[config.mk]
export PLATFORM = sky130hd
export DESIGN_NAME = rpc_regs
export DESIGN_NICKNAME = d
export VERILOG_FILES = /design/src/rtl/rpc_pkg.sv /design/src/rtl/rpc_carrier_if.sv /design/src/rtl/rpc_carrier_gen.sv /design/src/rtl/rpc_regs.sv
export SDC_FILE = /design/constraint.sdc
export NUM_CORES = 1
export LEC_CHECK = 0
export ABC_AREA = 1
export BUFFER_PORTS_ARGS = -buffer_cell sky130_fd_sc_hd__buf_2
export CAP_MARGIN = 10
export CELL_PAD_IN_SITES_DETAIL_PLACEMENT = 2
export CELL_PAD_IN_SITES_GLOBAL_PLACEMENT = 2
export CORE_MARGIN = 1
export CORE_UTILIZATION = 34
export CTS_CLUSTER_SIZE = 12
export DETAILED_ROUTE_END_ITERATION = 10
export PLACE_DENSITY = 0.8
export SETUP_SLACK_MARGIN = 0.3
export SYNTH_ARGS = -nofsm -noshare
export SYNTH_HDL_FRONTEND = slang
export SYNTH_SLANG_ARGS = --single-unit
[constraint.sdc]
create_clock -name core_clk_i -period 5.4 [get_ports core_clk_i]
set_input_delay 1.08 -clock core_clk_i [delete_from_list [all_inputs] [get_ports core_clk_i]]
set_output_delay 1.08 -clock core_clk_i [all_outputs]
set_load 0.05 [all_outputs]
[src/rtl/rpc_pkg.sv]
`default_nettype none
package rpc_pkg;

	// ==========================================================
	// bus and register map
	localparam int ADDR_W = 8;
	localparam int DATA_W = 32;
	localparam int REG_W = 24;
	localparam int STRB_W = 4;
	localparam logic [ADDR_W-1:0] RESP_CTRL_IDX = 8'h03;
	localparam logic [ADDR_W-1:0] PACE_CTRL_IDX = 8'h04;
	localparam logic [ADDR_W-1:0] RESP_CTRL_ADDR = 8'h0C;
	localparam logic [ADDR_W-1:0] PACE_CTRL_ADDR = 8'h10;
	localparam logic [REG_W-1:0] RESP_CTRL_RESET = 24'h000000;
	localparam logic [REG_W-1:0] PACE_CTRL_RESET = 24'h000F88;

	// ==========================================================
	// respiration control fields and implemented bits
	localparam int RESP_ALT_FREQ_BIT = 16;
	localparam int RESP_EXT_SYNC_BIT = 15;
	localparam int RESP_EXT_PATH_BIT = 7;
	localparam int RESP_LEAD_LSB = 5;
	localparam int RESP_AMP_LSB = 3;
	localparam int RESP_FREQ_LSB = 1;
	localparam int RESP_EN_BIT = 0;
	localparam logic [REG_W-1:0] RESP_CTRL_MASK = 24'h0180FF;

	// ==========================================================
	// pace control fields
	localparam int PACE_WIDTH_FILT_BIT = 11;
	localparam int PACE_VALID_TWO_BIT = 10;
	localparam int PACE_VALID_ONE_BIT = 9;
	localparam int PACE_THREE_LEAD_LSB = 7;
	localparam int PACE_TWO_LEAD_LSB = 5;
	localparam int PACE_ONE_LEAD_LSB = 3;
	localparam int PACE_THREE_EN_BIT = 2;
	localparam int PACE_TWO_EN_BIT = 1;
	localparam int PACE_ONE_EN_BIT = 0;
	localparam logic [REG_W-1:0] PACE_CTRL_MASK = 24'h000FFF;

	// ==========================================================
	// field encodings
	typedef enum logic [1:0] {
		RPC_LEAD_I = 2'h0,
		RPC_LEAD_II = 2'h1,
		RPC_LEAD_III = 2'h2,
		RPC_LEAD_EXT = 2'h3
	} rpc_resp_lead_t;

	typedef enum logic [1:0] {
		RPC_AMP_EIGHTH = 2'h0,
		RPC_AMP_QUARTER = 2'h1,
		RPC_AMP_HALF = 2'h2,
		RPC_AMP_FULL = 2'h3
	} rpc_amp_t;

	// ==========================================================
	// carrier timing, standard frequencies in Hz, alternate frequencies in tenths of Hz
	localparam longint CLK_HZ = 100000000;
	localparam int ACC_W = 24;
	localparam longint F_STD0_HZ = 56000;
	localparam longint F_STD1_HZ = 54000;
	localparam longint F_STD2_HZ = 52000;
	localparam longint F_STD3_HZ = 50000;
	localparam longint F_ALT0_DHZ = 640000;
	localparam longint F_ALT1_DHZ = 569000;
	localparam longint F_ALT2_DHZ = 512000;
	localparam longint F_ALT3_DHZ = 465000;
	localparam int PER_W = 12;
	localparam int INC_W = 16;
	// phase step per clock for the jittery standard carrier
	localparam logic [INC_W-1:0] STD0_INC =
		INC_W'((F_STD0_HZ << ACC_W) / CLK_HZ);
	localparam logic [INC_W-1:0] STD1_INC =
		INC_W'((F_STD1_HZ << ACC_W) / CLK_HZ);
	localparam logic [INC_W-1:0] STD2_INC =
		INC_W'((F_STD2_HZ << ACC_W) / CLK_HZ);
	localparam logic [INC_W-1:0] STD3_INC =
		INC_W'((F_STD3_HZ << ACC_W) / CLK_HZ);
	// half period in cycles for the strictly periodic carrier
	localparam logic [PER_W-1:0] ALT0_HALF =
		PER_W'((CLK_HZ * 10) / (F_ALT0_DHZ * 2));
	localparam logic [PER_W-1:0] ALT1_HALF =
		PER_W'((CLK_HZ * 10) / (F_ALT1_DHZ * 2));
	localparam logic [PER_W-1:0] ALT2_HALF =
		PER_W'((CLK_HZ * 10) / (F_ALT2_DHZ * 2));
	localparam logic [PER_W-1:0] ALT3_HALF =
		PER_W'((CLK_HZ * 10) / (F_ALT3_DHZ * 2));

	// ==========================================================
	// bus slave states, gray along idle -> access
	typedef enum logic [1:0] {
		RPC_IDLE = 2'b00,
		RPC_ACCESS = 2'b01
	} rpc_state_t;

endpackage
`default_nettype wire

[src/rtl/rpc_carrier_if.sv]
`timescale 1ns/10ps
`default_nettype none
interface rpc_carrier_if;
	logic enable;
	logic alt_freq;
	logic [1:0] freq_code;
	logic msb;

	modport ctrl (
		output enable,
		output alt_freq,
		output freq_code,
		input msb
	);

	modport gen (
		input enable,
		input alt_freq,
		input freq_code,
		output msb
	);
endinterface
`default_nettype wire

[src/rtl/rpc_carrier_gen.sv]
`timescale 1ns/10ps
`default_nettype none
module rpc_carrier_gen (
	// clock and reset
	input wire logic core_clk_i,
	input wire logic rst_n_i,
	// control and carrier msb
	rpc_carrier_if.gen car
);

	// ==========================================================
	// step and period lookup
	function automatic logic [rpc_pkg::INC_W-1:0] std_inc(
		input logic [1:0] code);
		case (code)
			2'h0: std_inc = rpc_pkg::STD0_INC;
			2'h1: std_inc = rpc_pkg::STD1_INC;
			2'h2: std_inc = rpc_pkg::STD2_INC;
			default: std_inc = rpc_pkg::STD3_INC;
		endcase
	endfunction

	function automatic logic [rpc_pkg::PER_W-1:0] alt_half(
		input logic [1:0] code);
		case (code)
			2'h0: alt_half = rpc_pkg::ALT0_HALF;
			2'h1: alt_half = rpc_pkg::ALT1_HALF;
			2'h2: alt_half = rpc_pkg::ALT2_HALF;
			default: alt_half = rpc_pkg::ALT3_HALF;
		endcase
	endfunction

	logic [rpc_pkg::ACC_W-1:0] phase_acc;
	logic [rpc_pkg::PER_W-1:0] half_cnt;
	logic alt_level;

	// ==========================================================
	// standard mode: phase accumulator, edges land on whole cycles
	// so the period wanders by one cycle
	always_ff @(posedge core_clk_i or negedge rst_n_i) begin
		if (!rst_n_i) begin
			phase_acc <= '0;
		end else if (!car.enable || car.alt_freq) begin
			phase_acc <= '0;
		end else begin
			phase_acc <= phase_acc + rpc_pkg::ACC_W'(std_inc(car.freq_code));
		end
	end

	// ==========================================================
	// alternate mode: fixed half period divider, strictly periodic
	always_ff @(posedge core_clk_i or negedge rst_n_i) begin
		if (!rst_n_i) begin
			half_cnt <= '0;
			alt_level <= 1'b0;
		end else if (!car.enable || !car.alt_freq) begin
			half_cnt <= '0;
			alt_level <= 1'b0;
		end else if (half_cnt >= alt_half(car.freq_code) - 1'b1) begin
			half_cnt <= '0;
			alt_level <= ~alt_level;
		end else begin
			half_cnt <= half_cnt + 1'b1;
		end
	end

	assign car.msb = car.alt_freq ? alt_level :
		phase_acc[rpc_pkg::ACC_W-1];

endmodule
`default_nettype wire

[src/rtl/rpc_regs.sv]
// Function
// respiration register at index 0x03, all zeros after reset.
// both registers exist only when the full variant parameter is set.
// bit 7 picks external path pair, only meaningful with external lead.
// bits 6:5 pick respiration lead I, II, III or external.
// bits 4:3 scale drive amplitude one eighth up to full.
// bits 2:1 set carrier 56/54/52/50 kHz when alternate clear.
// with alternate set carrier is periodic 64/56.9/51.2/46.5 kHz.
// bit 0 enables respiration, reset value zero.
// pace filter enables at bits 11, 10, 9, each resetting to one.
// three two-bit detector lead fields, resets 11, 00, 01.
// bits 2..0 enable detectors three, two, one, reset zero.
// pace register at index 0x04, reset value 0x000F88.
// external sync drives carrier msb onto general pin three.
// host writes zero to pace bits 23:12, ignores their read value.
// fields hold written value until rewrite or reset; reads return it.
//
// Decided for this implementation: the APB interface to the registers.
`timescale 1ns/10ps
`default_nettype none
module rpc_regs #(
	parameter bit FULL_VARIANT = 1'b1
) (
	// clock and reset
	input wire logic core_clk_i,
	input wire logic rst_n_i,
	// apb slave
	input wire logic psel_i,
	input wire logic penable_i,
	input wire logic pwrite_i,
	input wire logic [rpc_pkg::ADDR_W-1:0] paddr_i,
	input wire logic [rpc_pkg::DATA_W-1:0] pwdata_i,
	input wire logic [rpc_pkg::STRB_W-1:0] pstrb_i,
	output logic [rpc_pkg::DATA_W-1:0] prdata_o,
	output logic pready_o,
	output logic pslverr_o,
	// respiration controls
	output logic resp_enable_o,
	output logic ext_resp_path_select_o,
	output logic [1:0] resp_lead_select_o,
	output logic [1:0] resp_drive_amplitude_o,
	output logic [1:0] resp_carrier_freq_o,
	output logic resp_alternate_freq_o,
	output logic resp_external_sync_o,
	// pace controls
	output logic pace_width_filter_en_o,
	output logic pace_valid_filter_two_en_o,
	output logic pace_valid_filter_one_en_o,
	output logic [1:0] pace_det_one_lead_o,
	output logic [1:0] pace_det_two_lead_o,
	output logic [1:0] pace_det_three_lead_o,
	output logic pace_det_one_enable_o,
	output logic pace_det_two_enable_o,
	output logic pace_det_three_enable_o,
	// general pin three
	input wire logic general_pin_three_normal_i,
	output logic general_pin_three_o
);

	// ==========================================================
	// helpers
	typedef enum logic [1:0] {
		RPC_SEL_NONE = 2'h0,
		RPC_SEL_RESP = 2'h1,
		RPC_SEL_PACE = 2'h2
	} rpc_sel_t;

	// decode used by both read and write paths
	function automatic rpc_sel_t reg_decode(
		input logic [rpc_pkg::ADDR_W-1:0] addr);
		if (!FULL_VARIANT) begin
			reg_decode = RPC_SEL_NONE;
		end else if (addr == rpc_pkg::RESP_CTRL_ADDR) begin
			reg_decode = RPC_SEL_RESP;
		end else if (addr == rpc_pkg::PACE_CTRL_ADDR) begin
			reg_decode = RPC_SEL_PACE;
		end else begin
			reg_decode = RPC_SEL_NONE;
		end
	endfunction

	// byte-lane merge limited to implemented bits
	function automatic logic [rpc_pkg::REG_W-1:0] lane_merge(
		input logic [rpc_pkg::REG_W-1:0] old_val,
		input logic [rpc_pkg::DATA_W-1:0] wdata,
		input logic [rpc_pkg::STRB_W-1:0] strb,
		input logic [rpc_pkg::REG_W-1:0] mask);
		logic [rpc_pkg::REG_W-1:0] lanes;
		lanes = {{8{strb[2]}}, {8{strb[1]}}, {8{strb[0]}}};
		lanes = lanes & mask;
		lane_merge = (old_val & ~lanes) |
			(wdata[rpc_pkg::REG_W-1:0] & lanes);
	endfunction

	rpc_pkg::rpc_state_t state;
	rpc_pkg::rpc_state_t next_state;
	rpc_sel_t setup_sel;
	logic setup_phase;
	logic write_fire;
	logic [rpc_pkg::REG_W-1:0] resp_ctrl;
	logic [rpc_pkg::REG_W-1:0] pace_ctrl;
	logic [rpc_pkg::REG_W-1:0] read_word;
	// pace outputs leave reset matching the register's reset word
	localparam logic [rpc_pkg::REG_W-1:0] PACE_RST = rpc_pkg::PACE_CTRL_RESET;

	rpc_carrier_if car ();

	assign setup_phase = psel_i && !penable_i;
	assign setup_sel = reg_decode(paddr_i);
	// write commits at the edge that samples the completing access
	assign write_fire = psel_i && penable_i && pready_o && pwrite_i &&
		!pslverr_o;

	// ==========================================================
	// bus state
	always_comb begin
		next_state = state;
		case (state)
			rpc_pkg::RPC_IDLE: begin
				if (setup_phase) begin
					next_state = rpc_pkg::RPC_ACCESS;
				end
			end
			rpc_pkg::RPC_ACCESS: begin
				if (setup_phase) begin
					next_state = rpc_pkg::RPC_ACCESS;
				end else begin
					next_state = rpc_pkg::RPC_IDLE;
				end
			end
			default: begin
				next_state = rpc_pkg::RPC_IDLE;
			end
		endcase
	end

	always_ff @(posedge core_clk_i or negedge rst_n_i) begin
		if (!rst_n_i) begin
			state <= rpc_pkg::RPC_IDLE;
		end else begin
			state <= next_state;
		end
	end

	// ready answers in the first access cycle, one cycle after setup
	always_ff @(posedge core_clk_i or negedge rst_n_i) begin
		if (!rst_n_i) begin
			pready_o <= 1'b0;
		end else begin
			pready_o <= setup_phase;
		end
	end

	// unmapped addresses, and every address on the reduced variant
	always_ff @(posedge core_clk_i or negedge rst_n_i) begin
		if (!rst_n_i) begin
			pslverr_o <= 1'b0;
		end else if (setup_phase) begin
			pslverr_o <= (setup_sel == RPC_SEL_NONE);
		end else begin
			pslverr_o <= 1'b0;
		end
	end

	// ==========================================================
	// read path
	always_comb begin
		case (setup_sel)
			RPC_SEL_RESP: read_word = resp_ctrl & rpc_pkg::RESP_CTRL_MASK;
			RPC_SEL_PACE: read_word = pace_ctrl & rpc_pkg::PACE_CTRL_MASK;
			default: read_word = '0;
		endcase
	end

	// data is captured at setup so it is steady through the access
	always_ff @(posedge core_clk_i or negedge rst_n_i) begin
		if (!rst_n_i) begin
			prdata_o <= '0;
		end else if (setup_phase && !pwrite_i) begin
			prdata_o <= rpc_pkg::DATA_W'(read_word);
		end else if (setup_phase) begin
			prdata_o <= '0;
		end
	end

	// ==========================================================
	// respiration control register
	always_ff @(posedge core_clk_i or negedge rst_n_i) begin
		if (!rst_n_i) begin
			resp_ctrl <= rpc_pkg::RESP_CTRL_RESET;
		end else if (write_fire && reg_decode(paddr_i) == RPC_SEL_RESP) begin
			resp_ctrl <= lane_merge(resp_ctrl, pwdata_i, pstrb_i,
				rpc_pkg::RESP_CTRL_MASK);
		end
	end

	// ==========================================================
	// pace control register; bits 23:12 are not stored
	always_ff @(posedge core_clk_i or negedge rst_n_i) begin
		if (!rst_n_i) begin
			pace_ctrl <= rpc_pkg::PACE_CTRL_RESET;
		end else if (write_fire && reg_decode(paddr_i) == RPC_SEL_PACE) begin
			pace_ctrl <= lane_merge(pace_ctrl, pwdata_i, pstrb_i,
				rpc_pkg::PACE_CTRL_MASK);
		end
	end

	// ==========================================================
	// respiration field outputs
	always_ff @(posedge core_clk_i or negedge rst_n_i) begin
		if (!rst_n_i) begin
			resp_enable_o <= 1'b0;
			ext_resp_path_select_o <= 1'b0;
			resp_lead_select_o <= rpc_pkg::RPC_LEAD_I;
			resp_drive_amplitude_o <= rpc_pkg::RPC_AMP_EIGHTH;
			resp_carrier_freq_o <= '0;
			resp_alternate_freq_o <= 1'b0;
			resp_external_sync_o <= 1'b0;
		end else begin
			resp_enable_o <= resp_ctrl[rpc_pkg::RESP_EN_BIT];
			// path pair only matters once the external lead is chosen
			ext_resp_path_select_o <= resp_ctrl[rpc_pkg::RESP_EXT_PATH_BIT] &&
				(resp_ctrl[rpc_pkg::RESP_LEAD_LSB +: 2] ==
				rpc_pkg::RPC_LEAD_EXT);
			resp_lead_select_o <= resp_ctrl[rpc_pkg::RESP_LEAD_LSB +: 2];
			resp_drive_amplitude_o <= resp_ctrl[rpc_pkg::RESP_AMP_LSB +: 2];
			resp_carrier_freq_o <= resp_ctrl[rpc_pkg::RESP_FREQ_LSB +: 2];
			resp_alternate_freq_o <=
				resp_ctrl[rpc_pkg::RESP_ALT_FREQ_BIT];
			resp_external_sync_o <= resp_ctrl[rpc_pkg::RESP_EXT_SYNC_BIT];
		end
	end

	// ==========================================================
	// pace field outputs
	always_ff @(posedge core_clk_i or negedge rst_n_i) begin
		if (!rst_n_i) begin
			pace_width_filter_en_o <=
				PACE_RST[rpc_pkg::PACE_WIDTH_FILT_BIT];
			pace_valid_filter_two_en_o <=
				PACE_RST[rpc_pkg::PACE_VALID_TWO_BIT];
			pace_valid_filter_one_en_o <=
				PACE_RST[rpc_pkg::PACE_VALID_ONE_BIT];
			pace_det_three_lead_o <=
				PACE_RST[rpc_pkg::PACE_THREE_LEAD_LSB +: 2];
			pace_det_two_lead_o <=
				PACE_RST[rpc_pkg::PACE_TWO_LEAD_LSB +: 2];
			pace_det_one_lead_o <=
				PACE_RST[rpc_pkg::PACE_ONE_LEAD_LSB +: 2];
			pace_det_three_enable_o <=
				PACE_RST[rpc_pkg::PACE_THREE_EN_BIT];
			pace_det_two_enable_o <=
				PACE_RST[rpc_pkg::PACE_TWO_EN_BIT];
			pace_det_one_enable_o <=
				PACE_RST[rpc_pkg::PACE_ONE_EN_BIT];
		end else begin
			pace_width_filter_en_o <=
				pace_ctrl[rpc_pkg::PACE_WIDTH_FILT_BIT];
			pace_valid_filter_two_en_o <=
				pace_ctrl[rpc_pkg::PACE_VALID_TWO_BIT];
			pace_valid_filter_one_en_o <=
				pace_ctrl[rpc_pkg::PACE_VALID_ONE_BIT];
			pace_det_three_lead_o <=
				pace_ctrl[rpc_pkg::PACE_THREE_LEAD_LSB +: 2];
			pace_det_two_lead_o <=
				pace_ctrl[rpc_pkg::PACE_TWO_LEAD_LSB +: 2];
			pace_det_one_lead_o <=
				pace_ctrl[rpc_pkg::PACE_ONE_LEAD_LSB +: 2];
			pace_det_three_enable_o <=
				pace_ctrl[rpc_pkg::PACE_THREE_EN_BIT];
			pace_det_two_enable_o <= pace_ctrl[rpc_pkg::PACE_TWO_EN_BIT];
			pace_det_one_enable_o <= pace_ctrl[rpc_pkg::PACE_ONE_EN_BIT];
		end
	end

	// ==========================================================
	// respiration drive generator
	assign car.enable = resp_ctrl[rpc_pkg::RESP_EN_BIT];
	assign car.alt_freq = resp_ctrl[rpc_pkg::RESP_ALT_FREQ_BIT];
	assign car.freq_code = resp_ctrl[rpc_pkg::RESP_FREQ_LSB +: 2];

	rpc_carrier_gen u_carrier (
		.core_clk_i(core_clk_i),
		.rst_n_i(rst_n_i),
		.car(car.gen)
	);

	// ==========================================================
	// general pin three: normal function unless sync is asked for;
	// the msb is only evenly spaced in alternate mode
	always_ff @(posedge core_clk_i or negedge rst_n_i) begin
		if (!rst_n_i) begin
			general_pin_three_o <= 1'b0;
		end else if (resp_ctrl[rpc_pkg::RESP_EXT_SYNC_BIT]) begin
			general_pin_three_o <= car.msb;
		end else begin
			general_pin_three_o <= general_pin_three_normal_i;
		end
	end

endmodule
`default_nettype wire

==> impl_metrics.toml, run 1 <==
[critical_path]
arrival_ns = 3.36
r2r_cells = 15
reg2reg_to = "u_carrier.half_cnt[11]"
endpoint = "u_carrier.half_cnt[11]"
crit_type = "register to register"
cp-end-kind = "register"
rrSetupSlack_ns = 2.32
path_max_fanout = 12
required_ns = 5.68
start_kind = "register"

[grt]
grt_pass1_vias = 5154
grt_pass1_wl_um = 25650
grt_max_degree = 53
gr-total-overflow = 0
grtUsageTotal_pct = 20.54
antenna_found_initial = 0

[drt]
first_pass_iters = 4
drtIter0Drc = 126
via_per_inst = 4.881
vias = 4427
wire_per_inst_um = 16.61
remaining_drc_errors = 0
drt_wl_total_um = 15070
postRouteAntennaNets = 0

[cts]
cts_hold_buf = 0
cts_sinks = 98
clockBufferDepth = 2
numCtsBuffers = 9
tritoncts = "done"
cts_root_buf = "clkbuf_16"
cts_resized = 0
cts.htree.levels = 3
clkLatencyLatePin_ns = 0.36
clkTransAtPathRegs_ns = 0.08
post_cts_buffers = 0

[sta]
tightest_slew_ns = 0.6912
fin_skew_ns = 0.006373
whs_ns = 0.3778
rsz0062_at_grt = "false"
relSlewSlack_pct = 53.92
slew_violations = 0
finalHoldViolations = 0
max_freq_mhz = 324.6
fin_setup_tns_ns = 0
setup_viol = 0
fin_crit_sh_pct = 57.05
timing.final.crit_period_ns = 3.081

[power]
p_leak_nw = 3.207
vdd_drop_max_uv = 156.9
finalPower_mw = 1.505
power_density_mw_per_mm2 = 251.2

[status]
status = "completed"

[finish]
final_common_cell = "nand2_1"
final_area_sq_mm = 0.005993
final_cell_mix = "206 x nand2_1, 86 x dfrtp_1, 80 x inv_1"
diodes = 0
area_delta_synth_final_pct = 14.65
final_nets = 798
final_layout_size_suffix_gt1_share_pct = 17.15

[floorplanning]
fp.coreArea_sq_mm = 0.01475
fp.dieArea_sq_mm = 0.01587
rows = 44
fp.dieW_um = 126.0
ioPinCount = 107
initial_core_util_pct = 35.43
dieHeight_um = 126.0

[flow_run]
max_cap_viol_count = 0

[placed_design]
place_congestion = 0.7729
dp_hpwl_um = 11070
post_dp_cell_area_sq_mm = 0.005687
portBuffers = 69

[synth]
synth_cell_types = 40
yosysWarningCount = 0
seq_area_frac_synth_pct = 47.20
syn-cell-area_sq_mm = 0.005228
synth.top_cell.area_share_pct = 41.17
ys_seq_elements = 98
syn_inst = 645
synth_area_leaders = "dfrtp_1 41%, nand2_1 15%, ha_1 6.9%, dfstp_2 6.0%, inv_1 5.7%"
syn_area_per_cell_sq_um = 8.105
synth_area_leader_cell = "dfrtp_1"

[min_path]
hp-class = "register to register"
layout make-up:
| cell class | instances | area (sq um) |
|---|---|---|
| Clock buffer | 9 | 225.2 |
| Clock inverter | 7 | 81.33 |
| Fill cell | 1710 | 8761 |
| Inverter | 83 | 311.5 |
| Multi-Input combinational cell | 455 | 2315 |
| Sequential cell | 98 | 2467 |
| Tap cell | 184 | 230.2 |
| Timing Repair Buffer | 71 | 362.8 |
synthesized netlist by cell type, drive strengths merged:
cell type / count
nand2: 207
dfrtp: 86
inv: 82
nor2: 75
o21ai: 39
ha: 29
buf: 25
nand3: 23
a21oi: 20
dfstp: 12
nor3: 7
nand4: 6
xnor2: 5
xor2: 5
or2: 4
nor4: 3
o21bai: 3
and2: 2
nand3b: 2
o31ai: 2
a31oi: 1
and3: 1
clkbuf: 1
clkinv: 1
conb: 1
fa: 1
nor3b: 1
o211ai: 1
power breakdown:
group          switching [mW]  leakage (nW)  internal [mW]  total, mW
sequential            0.00121          1.30          0.735      0.736
combinational          0.0611          1.75         0.0118     0.0729
clock                   0.327         0.153          0.369      0.696
total                   0.389          3.21           1.12       1.51
per-layer routing:
metal / up-vias / share of wire [%] / global-route usage, % / routed length (um)
met3: 17 / 3.6 / 3.866 / 549
met1: 2209 / 42 / 23.37 / 6273
met5: - / 0 / 0 / 0
li1: 2129 / - / - / -
met2: 72 / 53 / 37.96 / 7994
met4: 0 / 1.6 / 7.654 / 248
logic make-up after synthesis:
family,after synthesis,share of synthesized area (%)
other,1,0.07174
AO/OA/AOI/OAI,66,7.276
adder cells (fa/ha/maj),30,7.324
XOR/XNOR,10,1.675
flip-flops,98,47.20
buffers and inverters,109,9.741
AND/OR/NAND/NOR,331,26.71
worst min-delay path by stage:
stage,from,to,slack [ns],cells past startpoint
global route,register,pace_det_one_lead_o[0],0.39,0
global placement,register,pace_det_one_lead_o[0],0.36,0
detailed placement,register,pace_valid_filter_two_en_o,0.37,0
finish,register,pace_valid_filter_two_en_o,0.38,0
CTS,register,pace_valid_filter_two_en_o,0.38,0
floorplan,register,pace_det_one_lead_o[0],0.36,0
metrics by stage:
stage / std cells / utilization (%) / setup slack [ns]
2_1_floorplan: 662 / - / 2.961
3_3_place_gp: 891 / 38.54 / 2.445
3_5_place_dp: 891 / 38.54 / 2.275
4_1_cts: 907 / 40.62 / 2.216
5_1_grt: 907 / 40.62 / 1.979
6_report: 907 / 40.62 / 2.319
worst max-delay path: stages, from the launching register on:
cell	delay, ns
dfrtp_1	0.57
inv_1	0.28
ha_1	0.44
inv_1	0.10
nor3_1	0.20
nor2_1	0.08
ha_1	0.30
nand2_1	0.08
inv_1	0.04
o21bai_1	0.11
nand2_1	0.07
nand2_1	0.09
nand2_1	0.07
nor2_2	0.14
nand3_2	0.26
nor2_1	0.18
Note: power is estimated with default switching activity, not from simulation.
==> inputs of run 2 (changes only) <==
CORE_UTILIZATION = 29   (was 34)
PLACE_DENSITY = 0.72   (was 0.8)
clock period = 2.7 ns   (was 5.4 ns; I/O delays follow)
==> run 2 against run 1 <==
Against the previous run:
- die area is 17% higher
- register-to-register slack lost 2.1 ns
- combinational power grew 110%
- clock skew up 0.0019 ns
- sequential share of layout area is 3.3 points lower
- wire length rose by 4.2%
- core utilization shrank 3.3 points
- critical endpoint is now u_carrier.half_cnt[4]
- critical path type unchanged
- largest cell class is now multi-input gates
- global-route usage decreased by 2.3 points
- clock power increased by 87%
- critical path depth is the same
==> impl_metrics.toml, run 2 (synthesis gave the netlist of run 1 again) <==
[grt]
grt_pass1_wl_um = 26140
grt_pass1_vias = 5138
gr-total-overflow = 0
grt_max_degree = 42
grtUsageTotal_pct = 18.22
antenna_found_initial = 0

[placed_design]
dp_hpwl_um = 11560
place_congestion = 0.7785
portBuffers = 69

[drt]
postRouteAntennaNets = 0
via_per_inst = 4.666
drtIter0Drc = 63
drt_wl_total_um = 15710
wire_per_inst_um = 16.16
remaining_drc_errors = 0
vias = 4535
first_pass_iters = 4

[finish]
final_nets = 822
final_cell_mix = "189 x nand2_1, 85 x dfrtp_1, 74 x inv_1"
final_layout_size_suffix_gt1_share_pct = 28.11
diodes = 0
num-fill-cells = 2004
area_delta_synth_final_pct = 24.77
register_area_sq_mm = 0.002469
multi_input_area_sq_mm = 0.002609
final_util_pct = 37.32
final_common_cell = "nand2_1"

[sta]
rsz0062_at_grt = "true"
slew_violations = 0
finalHoldViolations = 0
fin_setup_tns_ns = 0
tightest_slew_ns = 0.6798
max_freq_mhz = 396.5
relSlewSlack_pct = 54.40
fin_skew_ns = 0.008303
fin_crit_sh_pct = 93.41
timing.final.crit_period_ns = 2.522
setup_viol = 0

[cts]
clkLatencyLatePin_ns = 0.36
cts_sinks = 98
cts_root_buf = "clkbuf_16"
cts.htree.levels = 3
clkTransAtPathRegs_ns = 0.08
clockBufferDepth = 2
cts_hold_buf = 0
numCtsBuffers = 9
tritoncts = "done"

[status]
status = "completed"

[floorplanning]
ioPinCount = 107
fp.dieArea_sq_mm = 0.01857
dieHeight_um = 136.3
rows = 48
fp.coreArea_sq_mm = 0.01748
fp.dieW_um = 136.3
initial_core_util_pct = 29.91

[flow_run]
max_cap_viol_count = 0

[power]
finalPower_mw = 2.923
vdd_drop_max_uv = 279.0
power_density_mw_per_mm2 = 448.1
p_leak_nw = 3.368

[critical_path]
reg2reg_to = "u_carrier.half_cnt[4]"
path_max_fanout = 6
r2r_cells = 15
crit_type = "register to register"
rrSetupSlack_ns = 0.18
start_kind = "register"
arrival_ns = 2.81
required_ns = 2.99
cp-end-kind = "register"

[min_path]
hp-class = "primary input to async pin"
## run 2: changes by cell type in the layout (fill, tap and decap cells not counted), moves of 6 or more
| cell | before | now |
|---|---|---|
| inv_1 | 80 | 74 |
| buf_4 | 3 | 21 |
| nand2_1 | 206 | 189 |
| nor2_2 | 3 | 20 |
| ha_1 | 29 | 21 |
| nor2_1 | 71 | 51 |
| nand2_2 | 1 | 14 |
## run 2: per-stage QoR
| step | hold slack (ns) | worst slack (ns) | instance area [sq um] | std cells |
|---|---|---|---|---|
| after global placement | 0.3650 | 0.1209 | 5812 | 940 |
| after CTS | 0.2069 | 0.1822 | 6341 | 967 |
| after detailed placement | 0.3687 | -0.06548 | 5812 | 940 |
| after global routing | 0.2318 | 0.09658 | 6523 | 972 |
| final | 0.1869 | 0.1779 | 6523 | 972 |
| after floorplan | 0.2444 | 0.3503 | 5293 | 662 |
## run 2: critical path, cell delays in order, from the launching register on
cell and delay [ns]:
dfrtp_2 0.46, inv_4 0.08, ha_4 0.16, or2_4 0.26
nor3_4 0.23, nor2_4 0.06, ha_4 0.21, nand2_2 0.05
inv_2 0.03, o21bai_1 0.14, nand2_1 0.10, nand2_2 0.08
nand2_2 0.06, nor2_4 0.20, nand3_4 0.18, nor2_2 0.15
## run 2: worst max-delay path by stage
stage / from / end / cells past startpoint
after CTS: register / u_carrier.half_cnt[3] / 15
after detailed placement: register / u_carrier.half_cnt[4] / 15
final: register / u_carrier.half_cnt[4] / 15
after global placement: register / u_carrier.half_cnt[6] / 15
after floorplan: register / u_carrier.half_cnt[6] / 15
after global routing: register / u_carrier.half_cnt[4] / 15
## run 2: area by class of cell
class | count | share of cell area [%]
well taps | 225 | 4.316
clock buffers | 9 | 3.453
inverters | 83 | 4.815
clock inverters | 7 | 0.9400
multi-input cells | 456 | 40.00
repair buffers | 94 | 8.632
flip-flops and latches | 98 | 37.85
## run 2: metal layers
metal | share of wire (%) | vias to the layer above | global-route usage, % | wire length, um
met1 | 42 | 2271 | 21.13 | 6520
met2 | 52 | 76 | 32.71 | 8193
li1 | - | 2170 | - | -
met4 | 1.3 | 0 | 4.691 | 201
met5 | 0 | - | 0 | 0
met3 | 5.0 | 18 | 5.034 | 790
## run 2: where the power goes
group	leakage (nW)	switching (mW)	internal (mW)
logic	1.92	0.124	0.0291
clock network	0.143	0.654	0.643
registers	1.30	0.00219	1.47
## run 2: repair_timing
action,in CTS,in global routing
gates cloned,1,0
endpoints found under the setup margin,29,28
setup buffers,10,5
resized for setup,40,45
pin swaps,14,21
==> inputs of run 3 (changes only) <==
==> constraint.sdc (replaced) <==
create_clock -name core_clk_i -period 2.7 [get_ports core_clk_i]
set_input_delay 0.135 -clock core_clk_i [delete_from_list [all_inputs] [get_ports core_clk_i]]
set_output_delay 0.135 -clock core_clk_i [all_outputs]
set_load 0.05 [all_outputs]
==> run 3 against run 2 <==
Against the previous run:
- register-to-register slack worse by 0.08 ns
- wire length is 6.0% higher
- first-iteration DRC count is 120% higher
- cell count is 0.62% higher
- clock skew is 0.0048 ns higher
- setup slack worse by 0.083 ns
- total power is 1.5% higher
- critical path depth is 1 higher
- critical path type unchanged
- largest power group unchanged
- highest routed layer is now met5
==> impl_metrics.toml, run 3 (synthesis gave the netlist of run 1 again) <==
[status]
status = "completed"

[sta]
tightest_slew_ns = 0.6582
whs_ns = 0.01420
relSlewSlack_pct = 55.85
setup_viol = 0
max_freq_mhz = 383.8
fin_setup_tns_ns = 0
fin_skew_ns = 0.01311
fin_crit_sh_pct = 96.49
finalHoldViolations = 0
timing.final.crit_period_ns = 2.605
slew_violations = 0
rsz0062_at_grt = "true"

[finish]
final_layout_size_suffix_gt1_share_pct = 28.15
final_util_pct = 37.97
final_cells = 978
final_nets = 828
final_cell_mix = "186 x nand2_1, 84 x dfrtp_1, 75 x inv_1"
final_common_cell = "nand2_1"
area_delta_synth_final_pct = 26.93
num-fill-cells = 1969
diodes = 0

[floorplanning]
fp.dieArea_sq_mm = 0.01857
rows = 48
fp.coreArea_sq_mm = 0.01748
ioPinCount = 107
fp.dieW_um = 136.3
initial_core_util_pct = 29.91
dieHeight_um = 136.3

[grt]
grt_pass1_wl_um = 26390
grt_pass1_vias = 5099
antenna_found_initial = 1
grtUsageTotal_pct = 18.51
grt_max_degree = 48
gr-total-overflow = 0

[drt]
postRouteAntennaNets = 0
vias = 4572
via_per_inst = 4.675
first_pass_iters = 4
drt_wl_total_um = 16650
remaining_drc_errors = 0
wire_per_inst_um = 17.03
drtIter0Drc = 137

[cts]
clkTransAtPathRegs_ns = 0.08
cts_root_buf = "clkbuf_16"
numCtsBuffers = 9
tritoncts = "done"
cts_sinks = 98
clkLatencyLatePin_ns = 0.36
cts.htree.levels = 3
clockBufferDepth = 2

[power]
vdd_drop_max_uv = 303.6
p_leak_nw = 3.435
power_density_mw_per_mm2 = 447.3
finalPower_mw = 2.968

[placed_design]
place_congestion = 0.7549
place_inst = 938
dp_hpwl_um = 11720
portBuffers = 69

[critical_path]
arrival_ns = 2.90
path_max_fanout = 6
cp-end-kind = "register"
start_kind = "register"
crit_type = "register to register"
required_ns = 3.00
rrSetupSlack_ns = 0.09

[min_path]
hp-class = "primary input to register"
min-delay-start = "pwdata_i[3]"

[flow_run]
max_cap_viol_count = 0
## run 3: area by class of cell
| class | count | area (sq um) | area share (%) |
|---|---|---|---|
| well taps | 225 | 281.5 | 4.243 |
| inverters | 83 | 316.6 | 4.771 |
| multi-input cells | 456 | 2636 | 39.73 |
| flip-flops and latches | 98 | 2470 | 37.22 |
| clock inverters | 5 | 46.29 | 0.6977 |
| repair buffers | 100 | 631.9 | 9.523 |
| clock buffers | 11 | 252.7 | 3.809 |
## run 3: per-layer routing
layer / vias up / GRT usage (%) / part of all wire, %
li1: 2181 / - / -
met1: 2297 / 21.55 / 41
met2: 71 / 33.81 / 53
met3: 21 / 4.251 / 3.9
met4: 2 / 4.691 / 1.4
met5: - / 0 / 0.078
## run 3: path summary, 6_finish.rpt
| path | to | depth (start not counted) |
|---|---|---|
| min reg2reg | pace_det_three_lead_o[1] | 0 |
| max in group asynchronous | pace_det_one_lead_o[0] | 3 |
| min | register | 3 |
| min in group asynchronous | prdata_o[11] | 2 |
| max reg2reg | u_carrier.half_cnt[11] | 16 |
| max | u_carrier.half_cnt[11] | 16 |
## run 3: metrics by stage
step / instance area (sq um) / setup slack (ns)
6_report: 6635 / 0.09468
3_3_place_gp: 5784 / 0.1255
2_1_floorplan: 5293 / 0.3503
5_1_grt: 6635 / -0.05202
4_1_cts: 6310 / 0.2297
3_5_place_dp: 5784 / -0.04053
## run 3: power breakdown
part / total [mW] / switching, mW / internal [mW]
clock: 1.34 / 0.644 / 0.692
sequential: 1.47 / 0.00222 / 1.47
combinational: 0.159 / 0.126 / 0.0329
total: 2.97 / 0.772 / 2.20
## run 3: repair_timing
item                                    4_1_cts  5_1_grt
pin swaps                                     7       22
cloned                                        1        0
gates resized for setup                      30       59
hold buffers                                  6        0
hold endpoints to repair                     41        0
endpoints found under the setup margin       30       28
buffers inserted                              6       11
## run 3: worst max-delay path, cell delays in order (launching register included)
cell and delay [ns]:
dfrtp_2 0.49, buf_4 0.18, ha_1 0.19, inv_1 0.16, nor3_4 0.06, nor2_1 0.12, ha_1 0.28, nand2_1 0.07
inv_1 0.04, o21bai_1 0.17, nand2_1 0.10, nand2_2 0.08, nand2_2 0.07, nor2_4 0.16, buf_12 0.13, nand3_4 0.12
nor2_1 0.13
